File: src/logic/ebs_pkg.sv
// Shared constants, register map and types of the external bus strobe sequencer
package ebs_pkg;

    ////////////////////////////////////////////////////////////////////////////
    localparam int unsigned ADDR_W = 19;
    localparam int unsigned DATA_W = 16;
    localparam int unsigned ZONES  = 3;

    ////////////////////////////////////////////////////////////////////////////
    localparam logic [7:0] OFF_ZONE0  = 8'h00;
    localparam logic [7:0] OFF_ZONE1  = 8'h04;
    localparam logic [7:0] OFF_ZONE2  = 8'h08;
    localparam logic [7:0] OFF_CLKCTL = 8'h0c;
    localparam logic [7:0] OFF_WDATA  = 8'h10;
    localparam logic [7:0] OFF_REQ    = 8'h14;
    localparam logic [7:0] OFF_STATUS = 8'h18;
    localparam logic [7:0] OFF_RDATA  = 8'h1c;

    localparam int unsigned CLK_TIMING_HALF_BIT = 0;
    localparam int unsigned CLK_BUS_HALF_BIT    = 1;
    localparam int unsigned REQ_ZONE_LSB        = 19;
    localparam int unsigned REQ_WRITE_BIT       = 21;
    localparam int unsigned STAT_BUSY_BIT       = 0;
    localparam int unsigned STAT_PEND_BIT       = 1;
    localparam int unsigned STAT_WAIT_LSB       = 8;

    ////////////////////////////////////////////////////////////////////////////
    typedef struct packed {
        logic       ready_async_select;
        logic       ready_sample_enable;
        logic       timing_double;
        logic [1:0] write_trail_count;
        logic [2:0] write_active_count;
        logic [1:0] write_lead_count;
        logic [1:0] read_trail_count;
        logic [2:0] read_active_count;
        logic [1:0] read_lead_count;
    } ebs_zone_timing_t;

    localparam int unsigned ZONE_CFG_W = $bits(ebs_zone_timing_t);

    // Slowest legal timing out of reset: all counts at maximum, ready ignored
    localparam ebs_zone_timing_t ZONE_CFG_RESET = '{
        ready_async_select: 1'b0, ready_sample_enable: 1'b0, timing_double: 1'b1,
        write_trail_count: 2'h3, write_active_count: 3'h7, write_lead_count: 2'h3,
        read_trail_count: 2'h3, read_active_count: 3'h7, read_lead_count: 2'h3};

    localparam logic [1:0] CLKCTL_RESET = 2'h0;

    typedef enum logic [2:0] {
        ST_IDLE   = 3'h0,
        ST_ALIGN  = 3'h1,
        ST_LEAD   = 3'h3,
        ST_ACTIVE = 3'h2,
        ST_TRAIL  = 3'h6
    } ebs_state_t;

endpackage : ebs_pkg

File: src/logic/ebs_timing_clock_gen.sv
// Timing clock tick, output bus clock and its phase derived from mclk
`timescale 1ns/10ps
`default_nettype none
module ebs_timing_clock_gen (
    input  wire logic mclk,
    input  wire logic rstn,
    input  wire logic timing_half,
    input  wire logic bus_half,
    output logic      tim_tick,
    output logic      bus_rise,
    output logic      bus_phase,
    output logic      bus_clock_out
);
    import ebs_pkg::*;

    logic       div;
    logic       next_div;
    logic       next_bus_phase;
    logic [1:0] bcnt;
    logic [1:0] next_bcnt;
    logic       next_bclk;
    logic [1:0] half_per;

    ////////////////////////////////////////////////////////////////////////////
    // Timing clock is mclk or mclk/2; bus clock is timing clock or half of it
    always_comb begin
        next_div       = timing_half ? ~div : 1'b0;
        tim_tick       = timing_half ? div : 1'b1;
        bus_rise       = tim_tick & (~bus_half | ~bus_phase);
        next_bus_phase = bus_half ? (bus_phase ^ tim_tick) : 1'b0;
        next_bcnt      = bus_rise ? 2'h0 : 2'(bcnt + 2'h1);
        half_per       = 2'(timing_half) + 2'(bus_half);
        // At full mclk rate the pin cannot toggle per cycle; it stays high
        next_bclk      = (half_per == 2'h0) | (next_bcnt < half_per);
    end

    always_ff @(posedge mclk or negedge rstn) begin
        if (!rstn) begin
            div           <= 1'b0;
            bus_phase     <= 1'b0;
            bcnt          <= 2'h0;
            bus_clock_out <= 1'b0;
        end else begin
            div           <= next_div;
            bus_phase     <= next_bus_phase;
            bcnt          <= next_bcnt;
            bus_clock_out <= next_bclk;
        end
    end

endmodule : ebs_timing_clock_gen
`default_nettype wire

File: src/logic/ebs_external_bus_interface.sv
// External bus strobe sequencer with APB register file
//
// Operation
// - Illegal timing settings run as programmed
// - Timing clock full/half; bus clock full/half
// - Phases counted and strobes moved on ticks
// - Full rate: strobes change on bus rising
// - Half rate: edge follows cycle count parity
// - Access start aligns to bus rising edge
// - Strobe assert parity follows lead count
// - Strobe release parity follows lead plus active
// - Select release parity follows whole access
// - Insert alignment cycle before misaligned access
// - Alignment cycle keeps controls inactive
// - Address holds last value while inactive
// - Ready ignored when sampling disabled
// - Doubling scales counts; active adds one
// - Ready async when enable and mode set
// - Ready low adds one wait cycle
// - Independent timing set per zone
`timescale 1ns/10ps
`default_nettype none
module ebs_external_bus_interface (
    input  wire logic                        mclk,
    input  wire logic                        rstn,
    input  wire logic                        psel,
    input  wire logic                        penable,
    input  wire logic                        pwrite,
    input  wire logic [7:0]                  paddr,
    input  wire logic [31:0]                 pwdata,
    output logic      [31:0]                 prdata,
    output logic                             pready,
    output logic                             pslverr,
    output logic                             bus_clock_out,
    output logic      [ebs_pkg::ADDR_W-1:0]  external_address_bus,
    output logic      [ebs_pkg::ZONES-1:0]   zone_select_n,
    output logic                             read_strobe_n,
    output logic                             write_strobe_n,
    output logic                             direction_signal,
    input  wire logic [ebs_pkg::DATA_W-1:0]  data_in,
    output logic      [ebs_pkg::DATA_W-1:0]  data_out,
    output logic                             data_oe,
    input  wire logic                        external_ready_in
);
    import ebs_pkg::*;

    ebs_zone_timing_t   cfg [ZONES];
    ebs_zone_timing_t   next_cfg [ZONES];
    logic               timing_half, bus_half, next_timing_half, next_bus_half;
    logic [DATA_W-1:0]  wdata, next_wdata, rdata, next_rdata;
    logic [ADDR_W-1:0]  req_addr, next_req_addr;
    logic [1:0]         req_zone, next_req_zone;
    logic               req_write, next_req_write, pending, next_pending;
    logic [31:0]        next_prdata;
    logic               next_pready, next_pslverr, wr_acc, mapped;
    logic               tim_tick, bus_rise, bus_phase;
    logic               rdy_s1, rdy_s2, rdy_s3, ready_sample;
    logic [DATA_W-1:0]  din_s1, din_s2;
    ebs_state_t         state, next_state;
    logic [4:0]         cnt, next_cnt, acc_act, next_acc_act, acc_trail, next_acc_trail;
    logic [4:0]         st_lead, st_act, st_trail;
    logic               acc_write, next_acc_write, acc_rdy_en, next_acc_rdy_en;
    logic [7:0]         waits, next_waits, cyc, next_cyc;
    logic               do_start, busy;
    ebs_zone_timing_t   st_cfg;
    logic [ZONES-1:0]   next_zone_n;
    logic               next_rd_n, next_wr_n, next_dir, next_oe;
    logic [ADDR_W-1:0]  next_addr;

    function automatic logic [4:0] scaled(input logic [2:0] c, input logic dbl);
        return dbl ? {1'b0, c, 1'b0} : {2'b00, c};
    endfunction : scaled

    ////////////////////////////////////////////////////////////////////////////
    ebs_timing_clock_gen u_clk (
        .mclk          (mclk),
        .rstn          (rstn),
        .timing_half   (timing_half),
        .bus_half      (bus_half),
        .tim_tick      (tim_tick),
        .bus_rise      (bus_rise),
        .bus_phase     (bus_phase),
        .bus_clock_out (bus_clock_out)
    );

    ////////////////////////////////////////////////////////////////////////////
    // Pin inputs pass two flops; async ready gets one more stage of settling
    always_ff @(posedge mclk or negedge rstn) begin
        if (!rstn) begin
            rdy_s1 <= 1'b0;
            rdy_s2 <= 1'b0;
            rdy_s3 <= 1'b0;
            din_s1 <= '0;
            din_s2 <= '0;
        end else begin
            rdy_s1 <= external_ready_in;
            rdy_s2 <= rdy_s1;
            rdy_s3 <= rdy_s2;
            din_s1 <= data_in;
            din_s2 <= din_s1;
        end
    end

    ////////////////////////////////////////////////////////////////////////////
    // APB slave: one wait-free access phase, error on unmapped address
    assign busy   = pending | (state != ST_IDLE);
    assign wr_acc = psel & penable & pready & pwrite;

    generate
        for (genvar z = 0; z < ZONES; z++) begin : g_zone
            always_comb begin
                next_cfg[z] = cfg[z];
                if (wr_acc && paddr == 8'(z * 4)) begin
                    next_cfg[z] = ebs_zone_timing_t'(pwdata[ZONE_CFG_W-1:0]);
                end
            end
            always_ff @(posedge mclk or negedge rstn) begin
                if (!rstn) begin
                    cfg[z] <= ZONE_CFG_RESET;
                end else begin
                    cfg[z] <= next_cfg[z];
                end
            end
        end
    endgenerate

    always_comb begin
        mapped = (paddr[1:0] == 2'h0) && (paddr <= OFF_RDATA);
        next_pready  = psel & ~penable;
        next_pslverr = psel & ~penable & ~mapped;
        next_prdata  = prdata;
        if (psel && !penable) begin
            case (paddr)
                OFF_ZONE0:  next_prdata = 32'(cfg[0]);
                OFF_ZONE1:  next_prdata = 32'(cfg[1]);
                OFF_ZONE2:  next_prdata = 32'(cfg[2]);
                OFF_CLKCTL: next_prdata = {30'h0, bus_half, timing_half};
                OFF_WDATA:  next_prdata = 32'(wdata);
                OFF_REQ:    next_prdata = {10'h0, req_write, req_zone, req_addr};
                OFF_STATUS: next_prdata = {16'h0, waits, 6'h0, pending, busy};
                OFF_RDATA:  next_prdata = 32'(rdata);
                default:    next_prdata = 32'h0;
            endcase
        end
        next_timing_half = timing_half;
        next_bus_half    = bus_half;
        next_wdata       = wdata;
        next_req_addr    = req_addr;
        next_req_zone    = req_zone;
        next_req_write   = req_write;
        next_pending     = pending & ~do_start;
        if (wr_acc && paddr == OFF_CLKCTL) begin
            next_timing_half = pwdata[CLK_TIMING_HALF_BIT];
            next_bus_half    = pwdata[CLK_BUS_HALF_BIT];
        end
        if (wr_acc && paddr == OFF_WDATA) begin
            next_wdata = pwdata[DATA_W-1:0];
        end
        // A request while busy or to a missing zone is dropped
        if (wr_acc && paddr == OFF_REQ && !busy && pwdata[REQ_ZONE_LSB +: 2] < 2'(ZONES)) begin
            next_req_addr  = pwdata[ADDR_W-1:0];
            next_req_zone  = pwdata[REQ_ZONE_LSB +: 2];
            next_req_write = pwdata[REQ_WRITE_BIT];
            next_pending   = 1'b1;
        end
    end

    always_ff @(posedge mclk or negedge rstn) begin
        if (!rstn) begin
            prdata      <= 32'h0;
            pready      <= 1'b0;
            pslverr     <= 1'b0;
            timing_half <= CLKCTL_RESET[CLK_TIMING_HALF_BIT];
            bus_half    <= CLKCTL_RESET[CLK_BUS_HALF_BIT];
            wdata       <= '0;
            req_addr    <= '0;
            req_zone    <= 2'h0;
            req_write   <= 1'b0;
            pending     <= 1'b0;
        end else begin
            prdata      <= next_prdata;
            pready      <= next_pready;
            pslverr     <= next_pslverr;
            timing_half <= next_timing_half;
            bus_half    <= next_bus_half;
            wdata       <= next_wdata;
            req_addr    <= next_req_addr;
            req_zone    <= next_req_zone;
            req_write   <= next_req_write;
            pending     <= next_pending;
        end
    end

    ////////////////////////////////////////////////////////////////////////////
    // Sequencer; settings are executed as given, legal or not
    always_comb begin
        st_cfg   = cfg[req_zone];
        st_lead  = scaled({1'b0, req_write ? st_cfg.write_lead_count : st_cfg.read_lead_count},
                          st_cfg.timing_double);
        st_act   = scaled(req_write ? st_cfg.write_active_count : st_cfg.read_active_count,
                          st_cfg.timing_double);
        st_trail = scaled({1'b0, req_write ? st_cfg.write_trail_count : st_cfg.read_trail_count},
                          st_cfg.timing_double);
        // Async selected by enable plus mode bit; extra stage absorbs metastability
        ready_sample = acc_rdy_en ? (cfg[req_zone].ready_async_select ? rdy_s3 : rdy_s2)
                                  : 1'b1;
        do_start = tim_tick & pending & bus_rise & (state == ST_IDLE || state == ST_ALIGN);
        next_state      = state;
        next_cnt        = cnt;
        next_acc_act    = acc_act;
        next_acc_trail  = acc_trail;
        next_acc_write  = acc_write;
        next_acc_rdy_en = acc_rdy_en;
        next_waits      = waits;
        next_cyc        = cyc;
        next_zone_n     = zone_select_n;
        next_rd_n       = read_strobe_n;
        next_wr_n       = write_strobe_n;
        next_dir        = direction_signal;
        next_oe         = data_oe;
        next_addr       = external_address_bus;
        next_rdata      = rdata;
        if (tim_tick) begin
            if (state != ST_IDLE && state != ST_ALIGN) begin
                next_cyc = 8'(cyc + 8'h1);
            end
            case (state)
                ST_IDLE: begin
                    if (pending && !bus_rise) begin
                        next_state = ST_ALIGN;
                    end
                end
                ST_ALIGN: ;
                ST_LEAD: begin
                    if (cnt == 5'h0) begin
                        next_state = ST_ACTIVE;
                        next_cnt   = acc_act;
                        next_rd_n  = acc_write;
                        next_wr_n  = ~acc_write;
                    end else begin
                        next_cnt = 5'(cnt - 5'h1);
                    end
                end
                ST_ACTIVE: begin
                    if (cnt != 5'h0) begin
                        next_cnt = 5'(cnt - 5'h1);
                    end else if (!ready_sample) begin
                        next_waits = 8'(waits + 8'h1);
                    end else begin
                        next_rd_n = 1'b1;
                        next_wr_n = 1'b1;
                        if (!acc_write) begin
                            next_rdata = din_s2;
                        end
                        if (acc_trail != 5'h0) begin
                            next_state = ST_TRAIL;
                            next_cnt   = 5'(acc_trail - 5'h1);
                        end else begin
                            next_state  = ST_IDLE;
                            next_zone_n = '1;
                            next_dir    = 1'b1;
                            next_oe     = 1'b0;
                        end
                    end
                end
                ST_TRAIL: begin
                    if (cnt == 5'h0) begin
                        next_state  = ST_IDLE;
                        next_zone_n = '1;
                        next_dir    = 1'b1;
                        next_oe     = 1'b0;
                    end else begin
                        next_cnt = 5'(cnt - 5'h1);
                    end
                end
                default: next_state = ST_IDLE;
            endcase
            if (do_start) begin
                next_cyc        = 8'h0;
                next_waits      = 8'h0;
                next_acc_act    = st_act;
                next_acc_trail  = st_trail;
                next_acc_write  = req_write;
                next_acc_rdy_en = st_cfg.ready_sample_enable;
                next_addr       = req_addr;
                next_zone_n     = ~(ZONES'(1) << req_zone);
                next_dir        = ~req_write;
                next_oe         = req_write;
                if (st_lead != 5'h0) begin
                    next_state = ST_LEAD;
                    next_cnt   = 5'(st_lead - 5'h1);
                end else begin
                    next_state = ST_ACTIVE;
                    next_cnt   = st_act;
                    next_rd_n  = req_write;
                    next_wr_n  = ~req_write;
                end
            end
        end
    end

    always_ff @(posedge mclk or negedge rstn) begin
        if (!rstn) begin
            state                <= ST_IDLE;
            cnt                  <= 5'h0;
            acc_act              <= 5'h0;
            acc_trail            <= 5'h0;
            acc_write            <= 1'b0;
            acc_rdy_en           <= 1'b0;
            waits                <= 8'h0;
            cyc                  <= 8'h0;
            zone_select_n        <= '1;
            read_strobe_n        <= 1'b1;
            write_strobe_n       <= 1'b1;
            direction_signal     <= 1'b1;
            data_oe              <= 1'b0;
            external_address_bus <= '0;
            rdata                <= '0;
        end else begin
            state                <= next_state;
            cnt                  <= next_cnt;
            acc_act              <= next_acc_act;
            acc_trail            <= next_acc_trail;
            acc_write            <= next_acc_write;
            acc_rdy_en           <= next_acc_rdy_en;
            waits                <= next_waits;
            cyc                  <= next_cyc;
            zone_select_n        <= next_zone_n;
            read_strobe_n        <= next_rd_n;
            write_strobe_n       <= next_wr_n;
            direction_signal     <= next_dir;
            data_oe              <= next_oe;
            external_address_bus <= next_addr;
            rdata                <= next_rdata;
        end
    end

    always_comb data_out = wdata;
endmodule : ebs_external_bus_interface
`default_nettype wire

File: config.mk
export PLATFORM = sky130hd
export DESIGN_NAME = ebs_external_bus_interface
export DESIGN_NICKNAME = d
export VERILOG_FILES = /design/src/logic/ebs_pkg.sv /design/src/logic/ebs_timing_clock_gen.sv /design/src/logic/ebs_external_bus_interface.sv
export SDC_FILE = /design/constraint.sdc
export NUM_CORES = 1
export LEC_CHECK = 0
export BUFFER_PORTS_ARGS = -buffer_cell sky130_fd_sc_hd__buf_4
export CAP_MARGIN = 20
export CELL_PAD_IN_SITES_DETAIL_PLACEMENT = 1
export CELL_PAD_IN_SITES_GLOBAL_PLACEMENT = 1
export CORE_MARGIN = 4
export CORE_UTILIZATION = 46
export CTS_CLUSTER_SIZE = 24
export DETAILED_ROUTE_END_ITERATION = 16
export PLACE_DENSITY = 0.82
export SYNTH_ARGS = -nofsm -noshare
export SYNTH_HDL_FRONTEND = slang
export SYNTH_SLANG_ARGS = --single-unit
File: constraint.sdc
create_clock -name mclk -period 3.2 [get_ports mclk]
set_input_delay 0.32 -clock mclk [delete_from_list [all_inputs] [get_ports mclk]]
set_output_delay 0.32 -clock mclk [all_outputs]
set_load 0.005 [all_outputs]
## Word level (Yosys, flattened, before mapping)

Cells that the tools add are included.

| operators by class | value |
|---|---|
| shift operators | 1 |
| bitwise gates (word level) | 25 |
| eq/ne operators | 23 |
| div/mod/pow operators | 0 |
| reduce and logical (&&, ||, !) cells | 33 |
| $mul | 0 |
| $add $sub $neg | 6 |
| mux-type cells | 68 |
| $lt $le $gt $ge | 4 |

Operators by type and width:

| operator | number |
|---|---|
| 22-bit one-hot mux with 8 select lines | 1 |
| 3-bit 2-to-1 mux | 15 |
| 5-bit 2-to-1 mux | 7 |
| 17-bit binary-select mux with 2-bit select | 1 |
| 17-bit 2-to-1 mux | 2 |
| 8-bit by 5-bit equality test with 1-bit output, second input constant | 4 |
| 8-bit 2-to-1 mux | 4 |
| 1-bit 2-to-1 mux | 27 |
| 3-bit inequality test, second input constant | 6 |
| 8-bit by 4-bit equality test with 1-bit output, second input constant | 2 |
| 3-bit one-hot mux with 5 select lines | 1 |
| 5-bit one-hot mux with 3 select lines | 1 |
| 5-bit nonzero test | 3 |
| 1-bit logical AND | 11 |
| 1-bit bitwise AND | 10 |
| 5-bit AND reduction | 2 |
| 5-bit by 1-bit subtractor with 5-bit output, second input constant | 2 |
| 1-bit NOT | 9 |
| 8-bit by 1-bit adder with 8-bit output, second input constant | 1 |
| 8-bit by 3-bit equality test with 1-bit output, second input constant | 1 |
| 8-bit by 5-bit less-or-equal comparator with 1-bit output, second input constant | 1 |
| 8-bit zero test | 1 |
| 4-bit inequality test, second input constant | 2 |
| 1-bit one-hot mux with 2 select lines | 4 |
| 32 further kinds | 42 |

| word-level totals | value |
|---|---|
| register bits after elaboration | 236 |
| output and inout port bits | 77 |
| memory bits (read-only) | 0 |
| bits in latches | 0 |
| RAM bits | 0 |
| memories | 0 |
| input bits | 62 |

## Logic depth before layout (Yosys ltp)

| depth | value |
|---|---|
| depth after elaboration | 11 |
| mapped depth | 14 |
| mapped depth without buffers | 11 |

## Cells and area by module

From an unflattened synthesis, not the netlist that was laid out.

| unflattened totals | value |
|---|---|
| cell total of the unflattened synthesis | 866 |
| area, all modules | 10159.7 µm² |

By module, submodules not included:

| module | area an instance (µm²) | cells each | instances | seq. area each (µm²) |
|---|---|---|---|---|
| ebs_external_bus_interface | 9902.0 | 843 | 1 | 5519.0 |
| ebs_timing_clock_gen | 257.7 | 23 | 1 | 125.1 |

## Worst setup path before layout

No wires, ideal clock.

| timing | value |
|---|---|
| path kind | register -> register |
| start | register req_zone[1] |
| end | register write_strobe_n |
| arrival time | 2575 ps |
| path slack | 550 ps |
| cell stages (with the launch flop) | 14 |
| cell sequence | dfrtp_1 > buf_2 > buf_2 > buf_2 > mux2i_1 > o2bb2ai_1 > o21ai_0 > nor2_1 > nor2_1 > ha_1 > ha_1 > nand4_1 > a31oi_1 > a2bb2oi_1 |

| on the way | value |
|---|---|
| cells in the longest elaborated chain, start to end | 11 |

Ends and longest elaborated chain:

| what | RTL line | text |
|---|---|---|
| from (decl) | ebs_external_bus_interface.sv:52 | `logic [1:0] req_zone, next_req_zone;` |
| from (signal assigned) | ebs_external_bus_interface.sv:188 | `req_zone <= next_req_zone;` |
| 2-bit NOT with 3-bit output (not written as such) * | ebs_external_bus_interface.sv:197, ebs_external_bus_interface.sv:205 |  |
| 17-bit binary-select mux with 2-bit select * | ebs_external_bus_interface.sv:197, ebs_external_bus_interface.sv:205 |  |
| 17-bit 2-to-1 mux (not written as such) * (2 in series) | ebs_external_bus_interface.sv:205 | `ready_sample = acc_rdy_en ? (cfg[req_zone].ready_async_select ? rdy_s3 : rdy_s2)` |
| 1-bit 2-to-1 mux (2 in series) | ebs_external_bus_interface.sv:205 |  |
| 1-bit 2-to-1 mux | ebs_external_bus_interface.sv:247 | `end else if (!ready_sample) begin` |
| 1-bit 2-to-1 mux | ebs_external_bus_interface.sv:245 | `if (cnt != 5'h0) begin` |
| 1-bit one-hot mux with 2 select lines | ebs_external_bus_interface.sv:227 | `case (state)` |
| 1-bit 2-to-1 mux | ebs_external_bus_interface.sv:289 | `if (st_lead != 5'h0) begin` |
| 1-bit 2-to-1 mux * | ebs_external_bus_interface.sv:278 | `if (do_start) begin` |
| to (signal assigned) | ebs_external_bus_interface.sv:330 | `write_strobe_n <= next_wr_n;` |
| to (decl) | ebs_external_bus_interface.sv:38 | `output logic write_strobe_n,` |

Every way passes the cells marked *; elsewhere a longest branch is shown, timed or not. The select of a mux whose other input is x is not followed.
A chain may end at the register's enable or synchronous reset.

## Worst setup path after layout

| timing | value |
|---|---|
| start | register req_zone[1] |
| end | register cnt[0] |

| on the way | value |
|---|---|
| cells in the longest elaborated chain, start to end | 9 |

Ends and longest elaborated chain:

| what | RTL line | text |
|---|---|---|
| 2-bit NOT with 3-bit output (not written as such) * | ebs_external_bus_interface.sv:197, ebs_external_bus_interface.sv:205 |  |
| 17-bit binary-select mux with 2-bit select * | ebs_external_bus_interface.sv:197, ebs_external_bus_interface.sv:205 |  |
| 17-bit 2-to-1 mux (not written as such) * (2 in series) | ebs_external_bus_interface.sv:205 |  |
| 2-bit 2-to-1 mux | ebs_external_bus_interface.sv:198 | `st_lead = scaled({1'b0, req_write ? st_cfg.write_lead_count : st_cfg.read_lead_count},` |
| 3-bit 2-to-1 mux | ebs_external_bus_interface.sv:71 | `return dbl ? {1'b0, c, 1'b0} : {2'b00, c};` |
| 3-bit by 1-bit subtractor with 4-bit output or 5-bit nonzero test (tied branches) | ebs_external_bus_interface.sv:291, ebs_external_bus_interface.sv:289 |  |
| 5-bit 2-to-1 mux | ebs_external_bus_interface.sv:289 |  |
| 5-bit 2-to-1 mux | ebs_external_bus_interface.sv:278 |  |
| to (signal assigned) | ebs_external_bus_interface.sv:321 | `cnt <= next_cnt;` |
| to (decl) | ebs_external_bus_interface.sv:60 | `logic [4:0] cnt, next_cnt, acc_act, next_acc_act, acc_trail, next_acc_trail;` |

Marks and branches as above.

==> results.toml <==
[synthesis]
yosysTopAreaCell = "dfrtp_1"
synth_xor_area_share_pct = 0.343
async_flop_share_pct = 100
synthAdderAreaFrac_pct = 1.10
yosysUniqueCellTypes = 75
synthFlopType = "dfrtp_1"
synth_area_leaders = "dfrtp_1 (42%), dfstp_2 (13%), mux2_2 (11%)"
syn_inst = 887
synth_compound_area_share_pct = 12.7
synth_area_um2 = 10200
synth-edff-count = 0
synth_top_family_by_area = "multiplexers"
ys_seq_elements = 223
synth.avg_cell_area_um2 = 11.5
yosysSeqAreaShare_pct = 55.2
muxShareOfSynthArea_pct = 15.1
synth_warnings = 0
synthSimpleGateAreaFrac_pct = 11.4
yosys.area.top_type_share_pct = 42.1

[cts]
numCtsBuffers = 25
htree_levels = 1
clkSinkCount = 223
cts-root-buf = "clkbuf_16"
cts_tree = "built"
cts_max_path_buffers = 3
clk_latency_ns = 0.52
clk_pin_slew_ns = 0.06

[worst_setup_path]
worstSetupEndpointType = "flop"
crit_family = "simple AND/OR/NAND/NOR gates"
crit_type = "flop to flop"
worstPathMaxFanout = 9
critPathMaxStageDelay_ns = 0.57
arrival_ns = 3.34
critPathLaunchType = "flop"
path_cells = "nor2b_1 > a21o_1 > o21ai_0 > buf_4 > nor2_1 > nor2_1 > ha_1 > ha_1 > o311ai_0 > nand4_1"
path_buf_inv = 1
slowest_stage = "nor2b_1"
cp.required_ns = 3.58

[floorplanning]
die_h_um = 157
die-area_um2 = 24700
initial_core_util_pct = 46.9
core-area_um2 = 21800
die_w_um = 157
ios = 139
rows = 54

[detailed_routing]
drt_iter0_markers = 514
postRouteAntennaNets = 0
wire_per_inst_um = 24.5
firstDrtPassIters = 5
totalWireLength_um = 32800
routed-via-count = 8054
drc = 0
avgViaCountPerCell = 6.01

[power]
power.switching_mw = 1.92
power_frac_clock_pct = 42.0
p_leak_nw = 5.97
p_comb_share_pct = 13.0
peakVddDrop_mv = 0.532
p_per_area_nw_per_um2 = 575
seq_power_share_pct = 45.0
switching_share_pct = 26.6
intPower_mw = 5.32

[global_routing]
grt_max_degree = 103
overflow = 0
grt_pass1_vias = 9008
antenna_found_initial = 0
track_usage_pct = 26.7
grt_pass1_wl_um = 51400

[hold_path]
min_path_type = "input port to flop"

[sta]
min_period_ns = 2.96
finClkSkew_ns = 0.0142
worst_pin_slew_ns = 0.819
rsz0062_at_grt = "no"
fmax_mhz = 338
hold_violations = 0
slew_viol_final = 0
max-slew-margin-rel_pct = 45.4
setup_viol = 0
fin_ws_ns = 0.242
min_period_over_period_pct = 92.4
finalSetupTns_ns = 0

[finish]
layout-drive-gt1-share_pct = 35.6
diodes = 0
layout.nets = 1112
area_growth_pct = 23.3

[placed_design]
place_ws_ns = 0.264
portBuffers = 118
place.gp.congestion = 0.901
dp_hpwl_um = 22400

[run_status]
outcome = "finished clean"

[flow_run]
maxCapViolations = 0
synthesized netlist by cell type (7+ instances only):
cell type  instances
clkbuf_1          30
nor3_1             9
a21oi_1           35
mux2i_1           26
buf_2             14
nor2_1            27
a31oi_1           20
nand3_1           18
nand2_1          114
mux2_2            99
a22oi_1           20
buf_4             12
dfstp_2           51
nand2b_1          15
o31ai_1            7
a221oi_1          15
dfrtp_1          172
o21ai_0           38
inv_1             23
ha_1               9
mux2_1            11
cells by family (layout without fill, tap and decap cells):
group                      count (synthesis)  in the layout
and+or+nand+nor                          232            232
buffers and inverters                     90            253
adders and majority gates                  9              9
muxes                                    138            138
xor gates and xnor gates                   4              4
other                                      1             10
DFF                                      223            223
AOI/OAI and AO/OA                        190            190
state kept, by name (all words and copies together) (netlist names), 2 cells and up:
register              count
prdata                   22
zone_select_n             3
cfg                      51
acc_trail                 3
din_s2                   16
din_s1                   16
acc_act                   4
req_zone                  2
external_address_bus     19
data_out                 16
u_clk.bcnt                2
rdata                    16
state                     3
waits                     8
cnt                       5
req_addr                 19
final timing paths:
kind	start	to	slack, ns	cells after the start
max reg2reg	req_zone[1]$_DFFE_PN0P_	cnt[0]$_DFFE_PN0P_	0.24	10
max in group asynchronous	rstn	cfg[28]$_DFFE_PN1P_	1.91	3
min reg2reg	din_s1[11]$_DFF_PN0_	din_s2[11]$_DFF_PN0_	0.34	0
min in group asynchronous	rstn	u_clk.bus_clock_out$_DFF_PN0_	0.44	2
min	pwdata[21]	req_write$_DFFE_PN0P_	0.04	2
max	req_zone[1]$_DFFE_PN0P_	cnt[0]$_DFFE_PN0P_	0.24	10
repair_timing:
action,CTS,global route
endpoints found under the setup margin,0,1
buffers inserted,0,0
resized for setup,0,1
hold endpoints to repair,83,0
hold buffers,18,0
power by group through the flow:
stage / logic [mW] / clock network (mW) / registers, mW
2_1_floorplan: 0.578 / 0 / 3.21
3_3_place_gp: 0.861 / 0 / 3.28
3_5_place_dp: 0.909 / 0 / 3.30
4_1_cts: 0.940 / 3.08 / 3.26
5_1_grt: 1.03 / 3.21 / 3.28
6_report: 0.939 / 3.04 / 3.26
through the flow:
| step | hold slack, ns | utilization, % | total power [mW] | cell area [µm²] | instances |
|---|---|---|---|---|---|
| after floorplan | 0.0244 | - | 3.79 | 10300 | 896 |
| after global placement | 0.332 | 53.0 | 4.14 | 11600 | 1276 |
| after detailed placement | 0.336 | 53.0 | 4.21 | 11600 | 1276 |
| after CTS | 0.0231 | 57.7 | 7.28 | 12600 | 1339 |
| after global routing | 0.0252 | 57.7 | 7.52 | 12600 | 1339 |
| final | 0.0367 | 57.7 | 7.24 | 12600 | 1339 |
final cells by class:
type	count	area (µm²)
Clock buffer	31	668
Clock inverter	14	195
Fill cell	2264	9220
Inverter	25	93.8
Multi-Input combinational cell	583	4200
Sequential cell	223	5650
Tap cell	280	350
Timing Repair Buffer	183	1450
routing by layer:
layer / vias to the layer above / global-route usage (%) / wire, µm
li1: 3490 / - / -
met1: 4143 / 33.7 / 13100
met2: 319 / 46.1 / 16600
met3: 102 / 4.04 / 1860
met4: 0 / 11.3 / 1280
met5: - / 0 / 0
cell usage in the layout (no fill, tap or decap), types with 5 or more instances in the layout:
cell type | netlist | final
nand4_1 | 5 | 5
mux2i_1 | 26 | 26
conb_1 | 1 | 10
nor3_1 | 9 | 9
dfstp_2 | 51 | 51
buf_4 | 12 | 162
dlygate4sd3_1 | 0 | 18
o31ai_1 | 7 | 7
inv_1 | 23 | 23
a221oi_1 | 15 | 15
a21oi_1 | 35 | 35
a21o_1 | 6 | 6
nand2_1 | 114 | 114
nand2b_1 | 15 | 15
a31oi_1 | 20 | 20
a2bb2oi_1 | 6 | 6
mux2_2 | 99 | 99
nor2b_1 | 5 | 5
mux2_1 | 11 | 11
a22oi_1 | 20 | 20
ha_1 | 9 | 9
o2bb2ai_1 | 5 | 5
o21ai_0 | 38 | 38
nand3_1 | 18 | 18
clkbuf_16 | 0 | 25
nor2_1 | 27 | 27
dfrtp_1 | 172 | 171
(Power assumes the default switching activity.)
